--- src/logic/bsm_defines.vh ---
`ifndef BSM_DEFINES_VH
`define BSM_DEFINES_VH

// ----------------------------------------
// Register map
// ----------------------------------------
`define BSM_CTRL_ADDR       8'h09
`define BSM_CTRL_RESET      8'h08
`define BSM_CTRL_WMASK      8'h0F
`define BSM_FREEZE_ADDR     8'h08
`define BSM_FREEZE_BIT      5

// ----------------------------------------
// Field positions
// ----------------------------------------
`define BSM_STATIC_EN_BIT   3
`define BSM_INVALID_EN_BIT  2
`define BSM_PM_CLKSEL_BIT   1
`define BSM_PM_EN_BIT       0

// ----------------------------------------
// Detector counts
// ----------------------------------------
`define BSM_RUN_LEN         5'h1C
`define BSM_WIN_LEN         28
`define BSM_MAJ_LIMIT       5'h18
`define BSM_FILL_FULL       6'h1C
`define BSM_FILL_LAST       6'h1B

`endif

--- src/logic/bsm_chan_detect.v ---
`timescale 1ns/1ps
`include "bsm_defines.vh"

// ----------------------------------------
// Per-channel static and majority detector
// ----------------------------------------
module bsm_chan_detect (
	input  wire       ref_clk,
	input  wire       rst,
	input  wire       bit_stb,
	input  wire       data_bit,
	output reg        static_hit,
	output reg        invalid_hit
);

	reg [4:0]                 run_len;
	reg                       last_bit;
	reg [`BSM_WIN_LEN-1:0]    win;
	reg [4:0]                 ones;
	reg [5:0]                 fill;
	wire [4:0]                next_ones;
	wire [4:0]                zeros;

	// Running popcount of the 28-bit window
	assign next_ones = ones + {4'h0, data_bit} - {4'h0, win[`BSM_WIN_LEN-1]};
	assign zeros     = `BSM_RUN_LEN - next_ones;

	always @(posedge ref_clk) begin
		if (rst) begin
			run_len     <= 5'h00;
			last_bit    <= 1'b0;
			win         <= {`BSM_WIN_LEN{1'b0}};
			ones        <= 5'h00;
			fill        <= 6'h00;
			static_hit  <= 1'b0;
			invalid_hit <= 1'b0;
		end else if (bit_stb) begin
			last_bit <= data_bit;
			win      <= {win[`BSM_WIN_LEN-2:0], data_bit};
			ones     <= next_ones;
			if (fill != `BSM_FILL_FULL)
				fill <= fill + 6'h01;
			if (data_bit == last_bit && run_len != 5'h00) begin
				if (run_len != `BSM_RUN_LEN)
					run_len <= run_len + 5'h01;
			end else
				run_len <= 5'h01;
			// Releases as soon as the pattern breaks
			static_hit <= (data_bit == last_bit) &&
				(run_len >= `BSM_RUN_LEN - 5'h01);
			// Window must be full before judging a majority
			invalid_hit <= (fill >= `BSM_FILL_LAST) &&
				((next_ones > `BSM_MAJ_LIMIT) ||
				 (zeros > `BSM_MAJ_LIMIT));
		end
	end

endmodule // bsm_chan_detect

--- src/logic/bsm_ctrl.v ---
// What this block does
// - An 8-bit register at 09h holds four control bits, bits 7-4 reserved zero, reset 08h.
// - With static detect on, 28 equal bits in a row on a channel raise a mute request.
// - Static detect enable is bit 3, on after reset, and zero disables the mute fully.
// - A static mute drives the mute outputs active at the level set by the polarity input.
// - With bit 2 set, more than 24 of the last 28 bits alike attenuates that channel.
// - An invalid-pattern hit also drives the mute outputs active at the set polarity.
// - In phase-modulated mode bit 1 picks the 128Fs clock at zero and the 64Fs clock at one.
// - Bit 0 set selects phase-modulated input; cleared gives normal input.
// - While freeze is set, writes are held and take effect together when freeze clears.
`timescale 1ns/1ps
`include "bsm_defines.vh"

module bsm_ctrl (
	input  wire       ref_clk,
	input  wire       rst,
	input  wire       reg_wr,
	input  wire       reg_rd,
	input  wire [7:0] reg_addr,
	input  wire [7:0] reg_wdata,
	output reg  [7:0] reg_rdata,
	input  wire       bitstream_serial_clock,
	input  wire       data_left,
	input  wire       data_right,
	input  wire       auto_mute_polarity,
	output reg        mute_req_left,
	output reg        mute_req_right,
	output reg        atten_left,
	output reg        atten_right,
	output reg  [1:0] mute_ctrl_out,
	output reg        phase_mod_input_en,
	output reg        phase_mod_clock_sel
);

	// ----------------------------------------
	// Address decode
	// ----------------------------------------
	// One compare shared by the write and read paths
	function addr_is;
		input [7:0] addr;
		input [7:0] target;
		addr_is = (addr == target);
	endfunction

	// ----------------------------------------
	// Register file
	// ----------------------------------------
	reg  [7:0] ctrl_live;
	reg  [7:0] ctrl_shadow;
	reg        freeze;
	reg  [7:0] next_rdata;
	wire       sel_ctrl;
	wire       sel_frz;
	wire       wr_ctrl;
	wire       wr_frz;
	wire       frz_release;
	wire [7:0] next_shadow;

	assign sel_ctrl    = addr_is(reg_addr, `BSM_CTRL_ADDR);
	assign sel_frz     = addr_is(reg_addr, `BSM_FREEZE_ADDR);
	assign wr_ctrl     = reg_wr && sel_ctrl;
	assign wr_frz      = reg_wr && sel_frz;
	assign frz_release = wr_frz && !reg_wdata[`BSM_FREEZE_BIT];
	assign next_shadow = wr_ctrl ? (reg_wdata & `BSM_CTRL_WMASK)
		: ctrl_shadow;

	// Software view: always the last value written, with bits 7-4 forced to zero
	always @(posedge ref_clk) begin
		if (rst)
			ctrl_shadow <= `BSM_CTRL_RESET;
		else
			ctrl_shadow <= next_shadow;
	end

	always @(posedge ref_clk) begin
		if (rst)
			freeze <= 1'b0;
		else if (wr_frz)
			freeze <= reg_wdata[`BSM_FREEZE_BIT];
	end

	// Held writes land together on freeze release
	always @(posedge ref_clk) begin
		if (rst)
			ctrl_live <= `BSM_CTRL_RESET;
		else if (!freeze || frz_release)
			ctrl_live <= next_shadow;
	end

	// ----------------------------------------
	// Read path
	// ----------------------------------------
	// Only the freeze bit is kept at its address; the rest read zero
	always @* begin
		next_rdata = 8'h00;
		if (sel_ctrl)
			next_rdata = ctrl_shadow;
		else if (sel_frz)
			next_rdata[`BSM_FREEZE_BIT] = freeze;
	end

	always @(posedge ref_clk) begin
		if (rst)
			reg_rdata <= 8'h00;
		else if (reg_rd)
			reg_rdata <= next_rdata;
	end

	// ----------------------------------------
	// Serial clock sampling
	// ----------------------------------------
	reg [2:0] sclk_sync;
	reg [1:0] dl_sync;
	reg [1:0] dr_sync;
	reg [1:0] pol_sync;
	wire      bit_stb;
	wire      mute_pol;

	// Sample data on the synchronised rising edge of the link clock
	always @(posedge ref_clk) begin
		if (rst) begin
			sclk_sync <= 3'h0;
			dl_sync   <= 2'h0;
			dr_sync   <= 2'h0;
			// Active-high assumed so the mute pins stay quiet in reset
			pol_sync  <= 2'h3;
		end else begin
			sclk_sync <= {sclk_sync[1:0], bitstream_serial_clock};
			dl_sync   <= {dl_sync[0], data_left};
			dr_sync   <= {dr_sync[0], data_right};
			pol_sync  <= {pol_sync[0], auto_mute_polarity};
		end
	end

	assign bit_stb  = sclk_sync[1] && !sclk_sync[2];
	assign mute_pol = pol_sync[1];

	// ----------------------------------------
	// Channel detectors
	// ----------------------------------------
	wire [1:0] st_hit;
	wire [1:0] inv_hit;
	wire [1:0] ch_data;

	assign ch_data = {dr_sync[1], dl_sync[1]};

	genvar ch;
	generate
		for (ch = 0; ch < 2; ch = ch + 1) begin : g_ch
			bsm_chan_detect u_det (
				.ref_clk     (ref_clk),
				.rst         (rst),
				.bit_stb     (bit_stb),
				.data_bit    (ch_data[ch]),
				.static_hit  (st_hit[ch]),
				.invalid_hit (inv_hit[ch])
			);
		end
	endgenerate

	// ----------------------------------------
	// Outputs
	// ----------------------------------------
	wire       st_en;
	wire       inv_en;
	wire [1:0] next_mute;
	wire [1:0] next_att;
	wire [1:0] mute_any;
	wire [1:0] next_pin;

	assign st_en  = ctrl_live[`BSM_STATIC_EN_BIT];
	assign inv_en = ctrl_live[`BSM_INVALID_EN_BIT];

	// Same gating per channel; a zero enable blocks the hit outright
	genvar gc;
	generate
		for (gc = 0; gc < 2; gc = gc + 1) begin : g_gate
			assign next_mute[gc] = st_en && st_hit[gc];
			assign next_att[gc]  = inv_en && inv_hit[gc];
			assign mute_any[gc]  = next_mute[gc] || next_att[gc];
			// High polarity means active-high mute pins
			assign next_pin[gc]  = mute_pol ? mute_any[gc]
				: !mute_any[gc];
		end
	endgenerate

	always @(posedge ref_clk) begin
		if (rst) begin
			mute_req_left       <= 1'b0;
			mute_req_right      <= 1'b0;
			atten_left          <= 1'b0;
			atten_right         <= 1'b0;
			mute_ctrl_out       <= 2'b00;
			phase_mod_input_en  <= 1'b0;
			phase_mod_clock_sel <= 1'b0;
		end else begin
			mute_req_left  <= next_mute[0];
			mute_req_right <= next_mute[1];
			atten_left     <= next_att[0];
			atten_right    <= next_att[1];
			mute_ctrl_out  <= next_pin;
			phase_mod_input_en  <= ctrl_live[`BSM_PM_EN_BIT];
			phase_mod_clock_sel <= ctrl_live[`BSM_PM_CLKSEL_BIT];
		end
	end

endmodule // bsm_ctrl

--- config.mk ---
export PLATFORM = sky130hd
export DESIGN_NAME = bsm_ctrl
export DESIGN_NICKNAME = d
export VERILOG_FILES = /design/src/logic/bsm_chan_detect.v /design/src/logic/bsm_ctrl.v
export VERILOG_INCLUDE_DIRS = /design/src /design/src/logic
export SDC_FILE = /design/constraint.sdc
export NUM_CORES = 1
export LEC_CHECK = 0
export ABC_AREA = 1
export BUFFER_PORTS_ARGS = -buffer_cell sky130_fd_sc_hd__buf_2
export CELL_PAD_IN_SITES_DETAIL_PLACEMENT = 0
export CELL_PAD_IN_SITES_GLOBAL_PLACEMENT = 1
export CORE_MARGIN = 2
export CORE_UTILIZATION = 45
export CTS_CLUSTER_DIAMETER = 60
export DETAILED_ROUTE_END_ITERATION = 8
export GPL_TIMING_DRIVEN = 0
export PLACE_DENSITY = 0.9
export SLEW_MARGIN = 25
export SYNTH_ARGS = -nofsm -noshare
export SYNTH_HDL_FRONTEND = slang
export SYNTH_SLANG_ARGS = --single-unit
--- constraint.sdc ---
create_clock -name ref_clk -period 3.8 [get_ports ref_clk]
set_input_delay 0.19 -clock ref_clk [delete_from_list [all_inputs] [get_ports ref_clk]]
set_output_delay 0.19 -clock ref_clk [all_outputs]
set_load 0.01 [all_outputs]
==> results of run 1 <==
-- flip-flops by register name, indices dropped and copies added, names as in the netlist --
signal and flops:
g_ch.u_det.win 56, mute_req_left 1, atten_right 1, atten_left 1, sclk_sync 3, mute_ctrl_out 2, g_ch.u_det.run_len 10, dr_sync 2
mute_req_right 1, g_ch.u_det.fill 12, g_ch.u_det.invalid_hit 2, pol_sync 2, reg_rdata 5, phase_mod_clock_sel 1, g_ch.u_det.ones 10, ctrl_live 4
g_ch.u_det.static_hit 2, ctrl_shadow 4, freeze 1, dl_sync 2, phase_mod_input_en 1
-- Yosys cell counts, types with 2 or more instances --
| cell | n | area share, % |
|---|---|---|
| nor2_1 | 149 | 11 |
| dfxtp_1 | 123 | 46 |
| o21ai_0 | 84 | 7.9 |
| inv_1 | 79 | 5.6 |
| nand2_1 | 69 | 4.9 |
| nand3_1 | 43 | 4.0 |
| a21oi_1 | 39 | 3.7 |
| ha_1 | 18 | 4.2 |
| buf_2 | 13 | 1.2 |
| clkbuf_1 | 13 | 0.92 |
| xor2_1 | 6 | 0.99 |
| buf_4 | 5 | 0.71 |
| inv_2 | 5 | 0.35 |
| nand2_2 | 5 | 0.59 |
| nor3_1 | 5 | 0.47 |
| o21ai_1 | 4 | 0.38 |
| a211oi_1 | 3 | 0.42 |
| nand2_4 | 3 | 0.63 |
| nor3_4 | 3 | 0.92 |
| o211ai_1 | 3 | 0.42 |
| a21oi_2 | 2 | 0.33 |
| buf_6 | 2 | 0.42 |
| fa_1 | 2 | 0.75 |
| nand3_2 | 2 | 0.38 |
| nor2_2 | 2 | 0.24 |
| nor3_2 | 2 | 0.38 |
| nor3b_1 | 2 | 0.28 |
| o22ai_1 | 2 | 0.24 |
| or2_2 | 2 | 0.24 |
| xnor2_1 | 2 | 0.33 |
-- area by class of cell --
type	count	area (um^2)	share of cell area (%)
Sequential cell	123	2460	39.0
Multi-Input combinational cell	461	2380	37.7
Clock buffer	24	492	7.80
Inverter	84	315	5.00
Timing Repair Buffer	35	195	3.09
Tap cell	143	179	2.84
Buffer	33	174	2.76
Clock inverter	7	113	1.79
-- how the worst max path moves through the flow --
stage,to,slack (ns),from,depth (start not counted)
final,g_ch[1].u_det.invalid_hit,1.69,g_ch[1].u_det.ones[0],12
after global routing,g_ch[0].u_det.invalid_hit,1.51,g_ch[0].u_det.ones[0],15
after CTS,g_ch[0].u_det.invalid_hit,1.70,g_ch[0].u_det.ones[0],15
after detailed placement,g_ch[1].u_det.invalid_hit,1.72,g_ch[1].u_det.ones[0],12
after global placement,g_ch[0].u_det.invalid_hit,1.74,g_ch[0].u_det.ones[0],12
after floorplan,g_ch[0].u_det.invalid_hit,1.95,g_ch[0].u_det.ones[0],12
-- worst reg2reg max path, delay by kind of cell (launching register included) --
family / cells / cell delay (ns)
adder cells (fa/ha/maj): 3 / 0.83
AO/OA/AOI/OAI: 1 / 0.06
buffers and inverters: 3 / 0.17
flip-flops: 1 / 0.30
XOR/XNOR: 1 / 0.29
AND/OR/NAND/NOR: 4 / 0.32
-- routing by layer --
| layer | share of wire (%) | GRT usage [%] | vias up |
|---|---|---|---|
| met4 | 1.4 | 6.83 | 0 |
| met1 | 47 | 22.8 | 2054 |
| li1 | - | - | 2349 |
| met5 | 0 | 0 | - |
| met2 | 48 | 30.2 | 72 |
| met3 | 3.4 | 4.93 | 15 |
-- where the power goes --
group          switching [W]  leakage, nW  internal, W
Clock               0.000540        0.296      0.00109
Sequential         0.0000247         1.00      0.00134
Combinational       0.000161         1.65    0.0000936
-- through the flow --
| step | cell area (um^2) | utilization, % | hold slack, ns | setup WS (ns) | instances |
|---|---|---|---|---|---|
| 2_1_floorplan | 5330 | - | 0.294 | 1.95 | 701 |
| 3_3_place_gp | 5660 | 49.4 | 0.374 | 1.74 | 875 |
| 3_5_place_dp | 5660 | 49.4 | 0.378 | 1.72 | 875 |
| 4_1_cts | 6310 | 55.0 | 0.0300 | 1.70 | 910 |
| 5_1_grt | 6310 | 55.0 | 0.0505 | 1.51 | 910 |
| 6_report | 6310 | 55.0 | 0.0349 | 1.69 | 910 |
-- cells by family after synthesis --
| group | synth area share (%) |
|---|---|
| XOR/XNOR | 1.62 |
| other | 0.0705 |
| flip-flops | 46.3 |
| AND/OR/NAND/NOR | 23.9 |
| adder cells (fa/ha/maj) | 4.98 |
| buffers and inverters | 9.19 |
| AO/OA/AOI/OAI | 14.0 |
-- what timing repair did --
item,in CTS,in global routing
hold buffers,4,0
endpoints found under the hold margin,4,0
setup endpoints to repair,0,0
==> run_results.csv, run 1 <==
group,metric,value,unit
outcome,run_status,"finished clean",
clocking,numCtsBuffers,17,
worst_setup_path,r2r-end,"g_ch[1].u_det.invalid_hit",
final_layout,antenna_cells,0,
global_routing,grt_usage,18.2,%
worst_setup_path,rrSetupSlack,1.69,ns
final_layout,area_growth,18.5,%
die,pin_count,40,
power,finalPower,0.00325,W
global_routing,grt_pass1_vias,4249,
synthesis,synth_ff_type,"dfxtp_1",
clocking,postCtsSetupBuffers,0,
clocking,cts_htree_levels,4,
worst_setup_path,crit_top_cell,"inv_1",
worst_setup_path,cp_max_fo,3,
global_routing,grt-ovfl-total,0,
worst_setup_path,end_kind,"flop",
detailed_routing,viasPerCell,4.93,
clocking,clock_path_buffers,2,
clocking,cts_sinks,123,
detailed_routing,first_iter_violations,196,
power,power_per_cell_area,515,nW/um^2
clocking,clkTransAtPathRegs,0.05,ns
final_layout,layout.cells.most_common,"nor2_1",
worst_setup_path,crit_required,4.07,ns
synthesis,synth.distinct_cells,37,
synthesis,yosys_warnings,0,
timing,tns,0,ns
timing,rsz0062_at_grt,"no",
hold_path,hold_path_depth,3,
timing,report.final.slew_viol_count,0,
die,die_area,12700,um^2
worst_setup_path,crit_type,"flop to flop",
detailed_routing,ant_nets,0,
clocking,cts_tree,"yes",
synthesis,synth-edff-count,0,
clocking,ctsResizeCount,0,
job,cap_violations,0,
timing,worst_pin_slew,0.657,ns
power,max-vdd-ir-drop,0.228,mV
global_routing,grt_pass1_wl,18.9,mm
worst_setup_path,arrival,2.38,ns
worst_setup_path,critPathLaunchType,"flop",
worst_setup_path,critical_path.top_delay_family,"adder cells",
synthesis,avgSynthCellArea,7.61,um^2
synthesis,synth_cells,699,
clocking,root_buffer,"clkbuf_16",
detailed_routing,vias,4490,
final_layout,layout_common_cells,"nor2_1 (149), dfxtp_1 (123), o21ai_0 (84), inv_1 (79), nand2_1 (69)",
timing,finalCritPeriodShare,55.5,%
placement,dp_hpwl,7.56,mm
global_routing,grt_max_degree,17,
hold_path,worstHoldEndpoint,"freeze",
worst_setup_path,rr_worst_depth,12,
timing,hold_violations,0,
worst_setup_path,crit-reg2reg-launch,"g_ch[1].u_det.ones[0]",
synthesis,async_flop_share,0,%
timing,finClkSkew,0.00534,ns
detailed_routing,routed_wl,10.9,mm
hold_path,hp-start,"reg_wdata[5]",
global_routing,antenna_found_initial,0,
timing,fin_crit,2.11,ns
placement,port_buffers,31,
detailed_routing,dr.pass1.iters,4,
final_layout,drive_above_1_share,14.2,%
timing,relSlewSlack,56.2,%
die,rows,39,
worst_setup_path,path_cells,"inv_1 > ha_1 > inv_1 > ha_1 > inv_1 > fa_1 > xor2_1 > nand2_1 > nand3_1 > nand2_1 > nand3_1 > a21oi_1",
final_layout,nets,799,
detailed_routing,drc_errors,0,
die,die_height,113,um
die,initial_core_util,46.4,%
synthesis,ys_seq_area_share,46.3,%
timing,max_freq,474,MHz
worst_setup_path,worst-path-buf-inv,3,
timing,setup_violations,0,
power,p_leak,2.95,nW
detailed_routing,avgRoutedWirePerCell,12.0,um
synthesis,ys_ff_latch,123,
clocking,worstSkewPairLatency,0.41,ns
synthesis,synthesis.area,5320,um^2
die,die_w,113,um
worst_setup_path,crit_slowest_cell,"fa_1",
final_layout,fillers,1037,
die,coreArea,11500,um^2
hold_path,hold_path_class,"input port to flop",
placement,place_congestion,0.870,
worst_setup_path,max_stage_delay,0.40,ns
Power figures use the tool's default switching activity.
==> inputs of run 2 (changes only) <==
--- a/config.mk
+++ b/config.mk
@@ -11,11 +11,11 @@
 export CELL_PAD_IN_SITES_DETAIL_PLACEMENT = 0
 export CELL_PAD_IN_SITES_GLOBAL_PLACEMENT = 1
 export CORE_MARGIN = 2
-export CORE_UTILIZATION = 45
+export CORE_UTILIZATION = 44
 export CTS_CLUSTER_DIAMETER = 60
 export DETAILED_ROUTE_END_ITERATION = 8
 export GPL_TIMING_DRIVEN = 0
-export PLACE_DENSITY = 0.9
+export PLACE_DENSITY = 0.89
 export SLEW_MARGIN = 25
 export SYNTH_ARGS = -nofsm -noshare
 export SYNTH_HDL_FRONTEND = slang
==> constraint.sdc (replaced) <==
create_clock -name ref_clk -period 2.1 [get_ports ref_clk]
set_input_delay 0.105 -clock ref_clk [delete_from_list [all_inputs] [get_ports ref_clk]]
set_output_delay 0.105 -clock ref_clk [all_outputs]
set_load 0.01 [all_outputs]
==> run_results.csv, run 2 (synthesis results as in run 1) <==
group,metric,value,unit
hold_path,hold_path_depth,3,
detailed_routing,wl_met1,5.13,mm
die,die_w,114,um
clocking,cts_tree,"yes",
clocking,clock_path_buffers,2,
final_layout,antenna_cells,0,
final_layout,layout.cells.most_common,"nor2_1",
die,rows,40,
hold_path,worstHoldEndpoint,"ctrl_shadow[3]",
die,pin_count,40,
job,cap_violations,0,
final_layout,largest_reg_flops,56,
timing,hold_violations,0,
detailed_routing,wl_met2,5.35,mm
clocking,clkTransAtPathRegs,0.05,ns
timing,setup_violations,0,
hold_path,hp-start,"reg_wr",
detailed_routing,wl_met3,295,um
final_layout,top_regs,"g_ch.u_det.win x56, g_ch.u_det.fill x12",
detailed_routing,routed_wl,11.0,mm
final_layout,drive_above_1_share,16.8,%
die,die_height,114,um
clocking,cts_sinks,123,
global_routing,grt_pass1_vias,4310,
global_routing,grt_usage,18.1,%
worst_setup_path,arrival,2.31,ns
timing,worst_pin_slew,0.655,ns
worst_setup_path,crit-reg2reg-launch,"g_ch[0].u_det.ones[0]",
hold_path,hold_path_class,"input port to flop",
global_routing,antenna_found_initial,0,
clocking,root_buffer,"clkbuf_16",
outcome,run_status,"finished clean",
power,p_leak,2.96,nW
final_layout,area_growth,20.3,%
placement,dp_hpwl,7.63,mm
global_routing,grt_pass1_wl,18.8,mm
detailed_routing,ant_nets,0,
worst_setup_path,rr_worst_depth,13,
timing,fin_crit,2.02,ns
detailed_routing,avgRoutedWirePerCell,11.9,um
placement,place_congestion,0.821,
worst_setup_path,end_kind,"flop",
worst_setup_path,path_cells,"inv_2 > ha_1 > inv_1 > ha_2 > inv_2 > fa_2 > inv_2 > nor2_2 > nand2_1 > nand3_1 > nand2_1 > nand3_1 > a21oi_1",
worst_setup_path,crit_top_cell,"inv_2",
detailed_routing,drc_errors,0,
placement,placed_cells,879,
die,coreArea,11900,um^2
clocking,numCtsBuffers,17,
final_layout,final_util,53.7,%
timing,finalCritPeriodShare,96.4,%
detailed_routing,first_iter_violations,201,
worst_setup_path,cp_max_fo,2,
worst_setup_path,rrSetupSlack,0.08,ns
die,initial_core_util,44.7,%
detailed_routing,vias,4542,
worst_setup_path,crit_type,"flop to flop",
worst_setup_path,crit_slowest_cell,"fa_2",
worst_setup_path,max_stage_delay,0.55,ns
final_layout,layout_common_cells,"nor2_1 (148), dfxtp_1 (120), o21ai_0 (84), inv_1 (73), nand2_1 (68)",
detailed_routing,topRoutingLayerUsed,"met4",
worst_setup_path,critPathLaunchType,"flop",
timing,max_freq,494,MHz
placement,port_buffers,31,
timing,report.final.slew_viol_count,0,
timing,finClkSkew,0.00818,ns
worst_setup_path,r2r-end,"g_ch[0].u_det.invalid_hit",
global_routing,grt-ovfl-total,0,
final_layout,fin_cells,921,
detailed_routing,viasPerCell,4.93,
global_routing,grt_max_degree,17,
die,die_area,13000,um^2
power,max-vdd-ir-drop,0.463,mV
clocking,cts_htree_levels,4,
final_layout,nets,806,
final_layout,fillers,1134,
final_layout,regMostFlops,"g_ch.u_det.win",
detailed_routing,dr.pass1.iters,4,
timing,relSlewSlack,56.4,%
timing,tns,0,ns
power,power_per_cell_area,899,nW/um^2
worst_setup_path,crit_required,2.39,ns
clocking,worstSkewPairLatency,0.41,ns
-- run 2: cell count changes in the layout (fill, tap and decap cells not counted), moves of 3 or more --
cell	delta
inv_2	+6
dfxtp_2	+3
ha_1	-3
inv_1	-6
dfxtp_1	-3
dlygate4sd3_1	+5
-- run 2: worst max path at each step --
stage	to	from	slack, ns
floorplan	g_ch[0].u_det.invalid_hit	g_ch[0].u_det.ones[0]	0.25
global placement	g_ch[0].u_det.invalid_hit	g_ch[0].u_det.ones[0]	0.05
detailed placement	g_ch[1].u_det.invalid_hit	g_ch[1].u_det.ones[0]	-0.02
CTS	g_ch[1].u_det.invalid_hit	g_ch[1].u_det.ones[0]	0.03
global route	g_ch[1].u_det.invalid_hit	g_ch[1].u_det.ones[0]	-0.003
finish	g_ch[0].u_det.invalid_hit	g_ch[0].u_det.ones[0]	0.08
-- run 2: stage by stage --
stage / power, W / hold WS (ns) / area, um^2 / worst slack [ns]
after detailed placement: 0.00297 / 0.305 / 5670 / -0.0211
after global routing: 0.00600 / 0.0552 / 6400 / -0.00329
after CTS: 0.00581 / 0.0140 / 6340 / 0.0338
final: 0.00575 / 0.0279 / 6400 / 0.0762
after floorplan: 0.00284 / 0.209 / 5330 / 0.249
after global placement: 0.00295 / 0.290 / 5670 / 0.0472
-- run 2: routing by layer --
| layer | up-vias | track usage [%] |
|---|---|---|
| li1 | 2356 | - |
| met1 | 2123 | 22.2 |
| met2 | 50 | 30.1 |
| met3 | 13 | 3.83 |
| met4 | 0 | 8.94 |
| met5 | - | 0 |
-- run 2: final cells by class --
class	instances	area, um^2	area share (%)
flip-flops and latches	123	2470	38.5
multi-input cells	461	2430	38.0
clock buffers	24	482	7.53
inverters	84	315	4.93
repair buffers	42	260	4.07
well taps	147	184	2.87
plain buffers	33	174	2.72
clock inverters	7	90.1	1.41
-- run 2: critical path: cells and delay by family, from the launching register on --
family / cells / cell delay (ns)
AOI/OAI and AO/OA: 1 / 0.07
and+or+nand+nor: 5 / 0.37
adders and majority gates: 3 / 0.98
buffers and inverters: 4 / 0.17
DFF: 1 / 0.32
-- run 2: where the power goes --
group          internal, W  leakage [nW]  switching (W)
Sequential         0.00242          1.00      0.0000473
Combinational     0.000185          1.69       0.000297
Clock              0.00183         0.276       0.000973
Total              0.00444          2.96        0.00132
-- run 2: what timing repair did --
item | CTS | global route
buffers inserted | 0 | 2
pin swaps | 0 | 9
resized for setup | 1 | 19
hold buffers | 9 | 0
endpoints found under the hold margin | 9 | 0
setup endpoints to repair | 1 | 2
==> inputs of run 3 (changes only) <==
--- a/config.mk
+++ b/config.mk
@@ -6,12 +6,11 @@
 export SDC_FILE = /design/constraint.sdc
 export NUM_CORES = 1
 export LEC_CHECK = 0
-export ABC_AREA = 1
 export BUFFER_PORTS_ARGS = -buffer_cell sky130_fd_sc_hd__buf_2
 export CELL_PAD_IN_SITES_DETAIL_PLACEMENT = 0
 export CELL_PAD_IN_SITES_GLOBAL_PLACEMENT = 1
 export CORE_MARGIN = 2
-export CORE_UTILIZATION = 44
+export CORE_UTILIZATION = 45
 export CTS_CLUSTER_DIAMETER = 60
 export DETAILED_ROUTE_END_ITERATION = 8
 export GPL_TIMING_DRIVEN = 0
==> run_results.csv, run 3 <==
group,metric,value,unit
final_layout,regMostFlops,"g_ch.u_det.win",
detailed_routing,routed_wl,11.1,mm
clocking,worstSkewPairLatency,0.41,ns
synthesis,synth_top_area_share,47.7,%
detailed_routing,first_iter_violations,264,
clocking,cts_tree,"yes",
power,p_leak,2.46,nW
die,rows,39,
global_routing,antenna_found_initial,0,
die,coreArea,11300,um^2
global_routing,grt_pass1_vias,4049,
die,die_area,12300,um^2
synthesis,yosys.area.top_type,"dfxtp_1",
placement,place_congestion,0.842,
synthesis,ys_ff_latch,123,
synthesis,synth_commonest_cells,"nand2_1 (132), dfxtp_1 (123), a21oi_1 (81)",
global_routing,grt_pass1_wl,18.6,mm
clocking,clock_path_buffers,2,
clocking,clkTransAtPathRegs,0.06,ns
final_layout,drive_above_1_share,15.1,%
global_routing,grt_usage,18.4,%
synthesis,yosys-top-cells-area,"dfxtp_1 (48%), nand2_1 (9.6%), a21oi_1 (7.9%)",
timing,fin_crit,2.15,ns
clocking,cts_sinks,123,
job,cap_violations,0,
clocking,cts_htree_levels,4,
worst_setup_path,arrival,2.48,ns
detailed_routing,ant_nets,0,
power,power_per_cell_area,921,nW/um^2
timing,finalCritPeriodShare,102,%
timing,rsz0062_at_grt,"yes",
synthesis,async_flop_share,0,%
synthesis,synthesis.area,5160,um^2
timing,hold_ws,0.0459,ns
worst_setup_path,critPathLaunchType,"flop",
timing,setup_violations,1,
final_layout,layout_common_cells,"nand2_1 (132), dfxtp_1 (119), a21oi_1 (79), nor2_1 (56), buf_2 (34)",
synthesis,ys_seq_area_share,47.7,%
synthesis,synth-edff-count,0,
synthesis,yosys_warnings,0,
die,pin_count,40,
synthesis,synth_ff_type,"dfxtp_1",
timing,relSlewSlack,58.9,%
synthesis,synth_cells,617,
timing,report.final.slew_viol_count,0,
global_routing,grt_max_degree,17,
die,die_height,111,um
final_layout,fillers,999,
global_routing,grt-ovfl-total,0,
detailed_routing,vias,4287,
clocking,root_buffer,"clkbuf_16",
worst_setup_path,crit_required,2.44,ns
final_layout,largest_reg_flops,56,
die,die_w,111,um
detailed_routing,wl_met3,497,um
timing,tns,-0.0485,ns
worst_setup_path,crit_type,"flop to flop",
detailed_routing,viasPerCell,5.12,
timing,worst_pin_slew,0.617,ns
detailed_routing,dr.pass1.iters,4,
final_layout,top_regs,"g_ch.u_det.win x56, g_ch.u_det.fill x12",
detailed_routing,topRoutingLayerUsed,"met4",
detailed_routing,wl_met2,5.39,mm
final_layout,nets,726,
hold_path,hold_path_class,"input port to flop",
timing,hold_violations,0,
worst_setup_path,cp_max_fo,3,
die,initial_core_util,45.6,%
detailed_routing,avgRoutedWirePerCell,13.3,um
outcome,violations,"negative setup slack",
detailed_routing,drc_errors,0,
power,max-vdd-ir-drop,0.649,mV
final_layout,layout.cells.most_common,"nand2_1",
detailed_routing,wl_met1,5.04,mm
placement,placed_cells,793,
timing,max_freq,465,MHz
final_layout,area_growth,24.3,%
placement,port_buffers,31,
placement,dp_hpwl,7.57,mm
synthesis,avgSynthCellArea,8.36,um^2
timing,finClkSkew,0.00795,ns
timing,layout_setup_ws,-0.0485,ns
clocking,numCtsBuffers,17,
final_layout,final_util,56.7,%
worst_setup_path,end_kind,"flop",
final_layout,fin_cells,838,
final_layout,antenna_cells,0,
synthesis,post-synth-top-count-cell,"nand2_1",
outcome,run_status,"finished, violations left",
synthesis,synth.distinct_cells,44,
-- run 3: kinds of logic (layout without fill, tap and decap cells) --
| kind of cell | count (synthesis) | in the layout | synth area share (%) |
|---|---|---|---|
| xor+xnor | 31 | 31 | 5.26 |
| fa+ha+maj | 20 | 20 | 5.14 |
| compound gates | 123 | 123 | 13.6 |
| mux | 11 | 11 | 2.13 |
| flops | 123 | 123 | 47.7 |
| buf+inv | 65 | 141 | 5.29 |
| simple gates | 243 | 243 | 20.8 |
| other cells | 1 | 3 | 0.0727 |
-- run 3: metrics by stage --
stage	cell area, um^2	setup WS (ns)	power (W)
4_1_cts	6400	-0.0504	0.00594
3_3_place_gp	5560	-0.106	0.00273
3_5_place_dp	5560	-0.128	0.00274
5_1_grt	6420	-0.152	0.00610
2_1_floorplan	5230	-0.00150	0.00265
6_report	6420	-0.0485	0.00591
-- run 3: final timing paths --
kind | startpoint | end | slack [ns] | cells past startpoint
max | g_ch[1].u_det.ones[0] | g_ch[1].u_det.ones[4] | -0.05 | 11
min | rst | g_ch[0].u_det.invalid_hit | 0.05 | 4
max reg2reg | g_ch[1].u_det.ones[0] | g_ch[1].u_det.ones[4] | -0.05 | 11
min reg2reg | pol_sync[0] | pol_sync[1] | 0.40 | 1
-- run 3: repair_timing --
| action | CTS | global route |
|---|---|---|
| gates resized for setup | 14 | 2 |
| endpoints found under the hold margin | 9 | 0 |
| pin swaps | 14 | 6 |
| endpoints found under the setup margin | 4 | 4 |
| buffers inserted | 4 | 0 |
| hold buffers | 9 | 0 |
-- run 3: worst max-delay path, stage by stage (launching register included) --
cell,delay (ns)
dfxtp_2,0.33
inv_2,0.04
ha_4,0.20
inv_2,0.06
ha_4,0.13
inv_2,0.04
fa_2,0.37
nand2b_4,0.18
a21oi_4,0.15
xnor2_1,0.08
or3_1,0.37
a21oi_1,0.14
-- run 3: per-layer routing --
layer | global-route usage (%) | vias to the layer above
li1 | - | 2163
met5 | 0 | -
met4 | 7.16 | 0
met2 | 30.9 | 92
met1 | 22.4 | 2017
met3 | 5.25 | 15
-- run 3: report_power, final --
part | total [W] | internal [W] | switching [W] | leakage, nW
Sequential | 0.00238 | 0.00236 | 0.0000187 | 0.996
Clock | 0.00318 | 0.00217 | 0.00101 | 0.303
Combinational | 0.000352 | 0.000147 | 0.000205 | 1.17
-- run 3: final cells by class --
cell class,instances,area [um^2],area share [%]
Buffer,36,164,2.55
Timing Repair Buffer,44,275,4.29
Clock buffer,22,464,7.23
Clock inverter,10,189,2.94
Multi-Input combinational cell,431,2570,40.0
Sequential cell,123,2470,38.5
Inverter,29,109,1.70
Tap cell,143,179,2.79
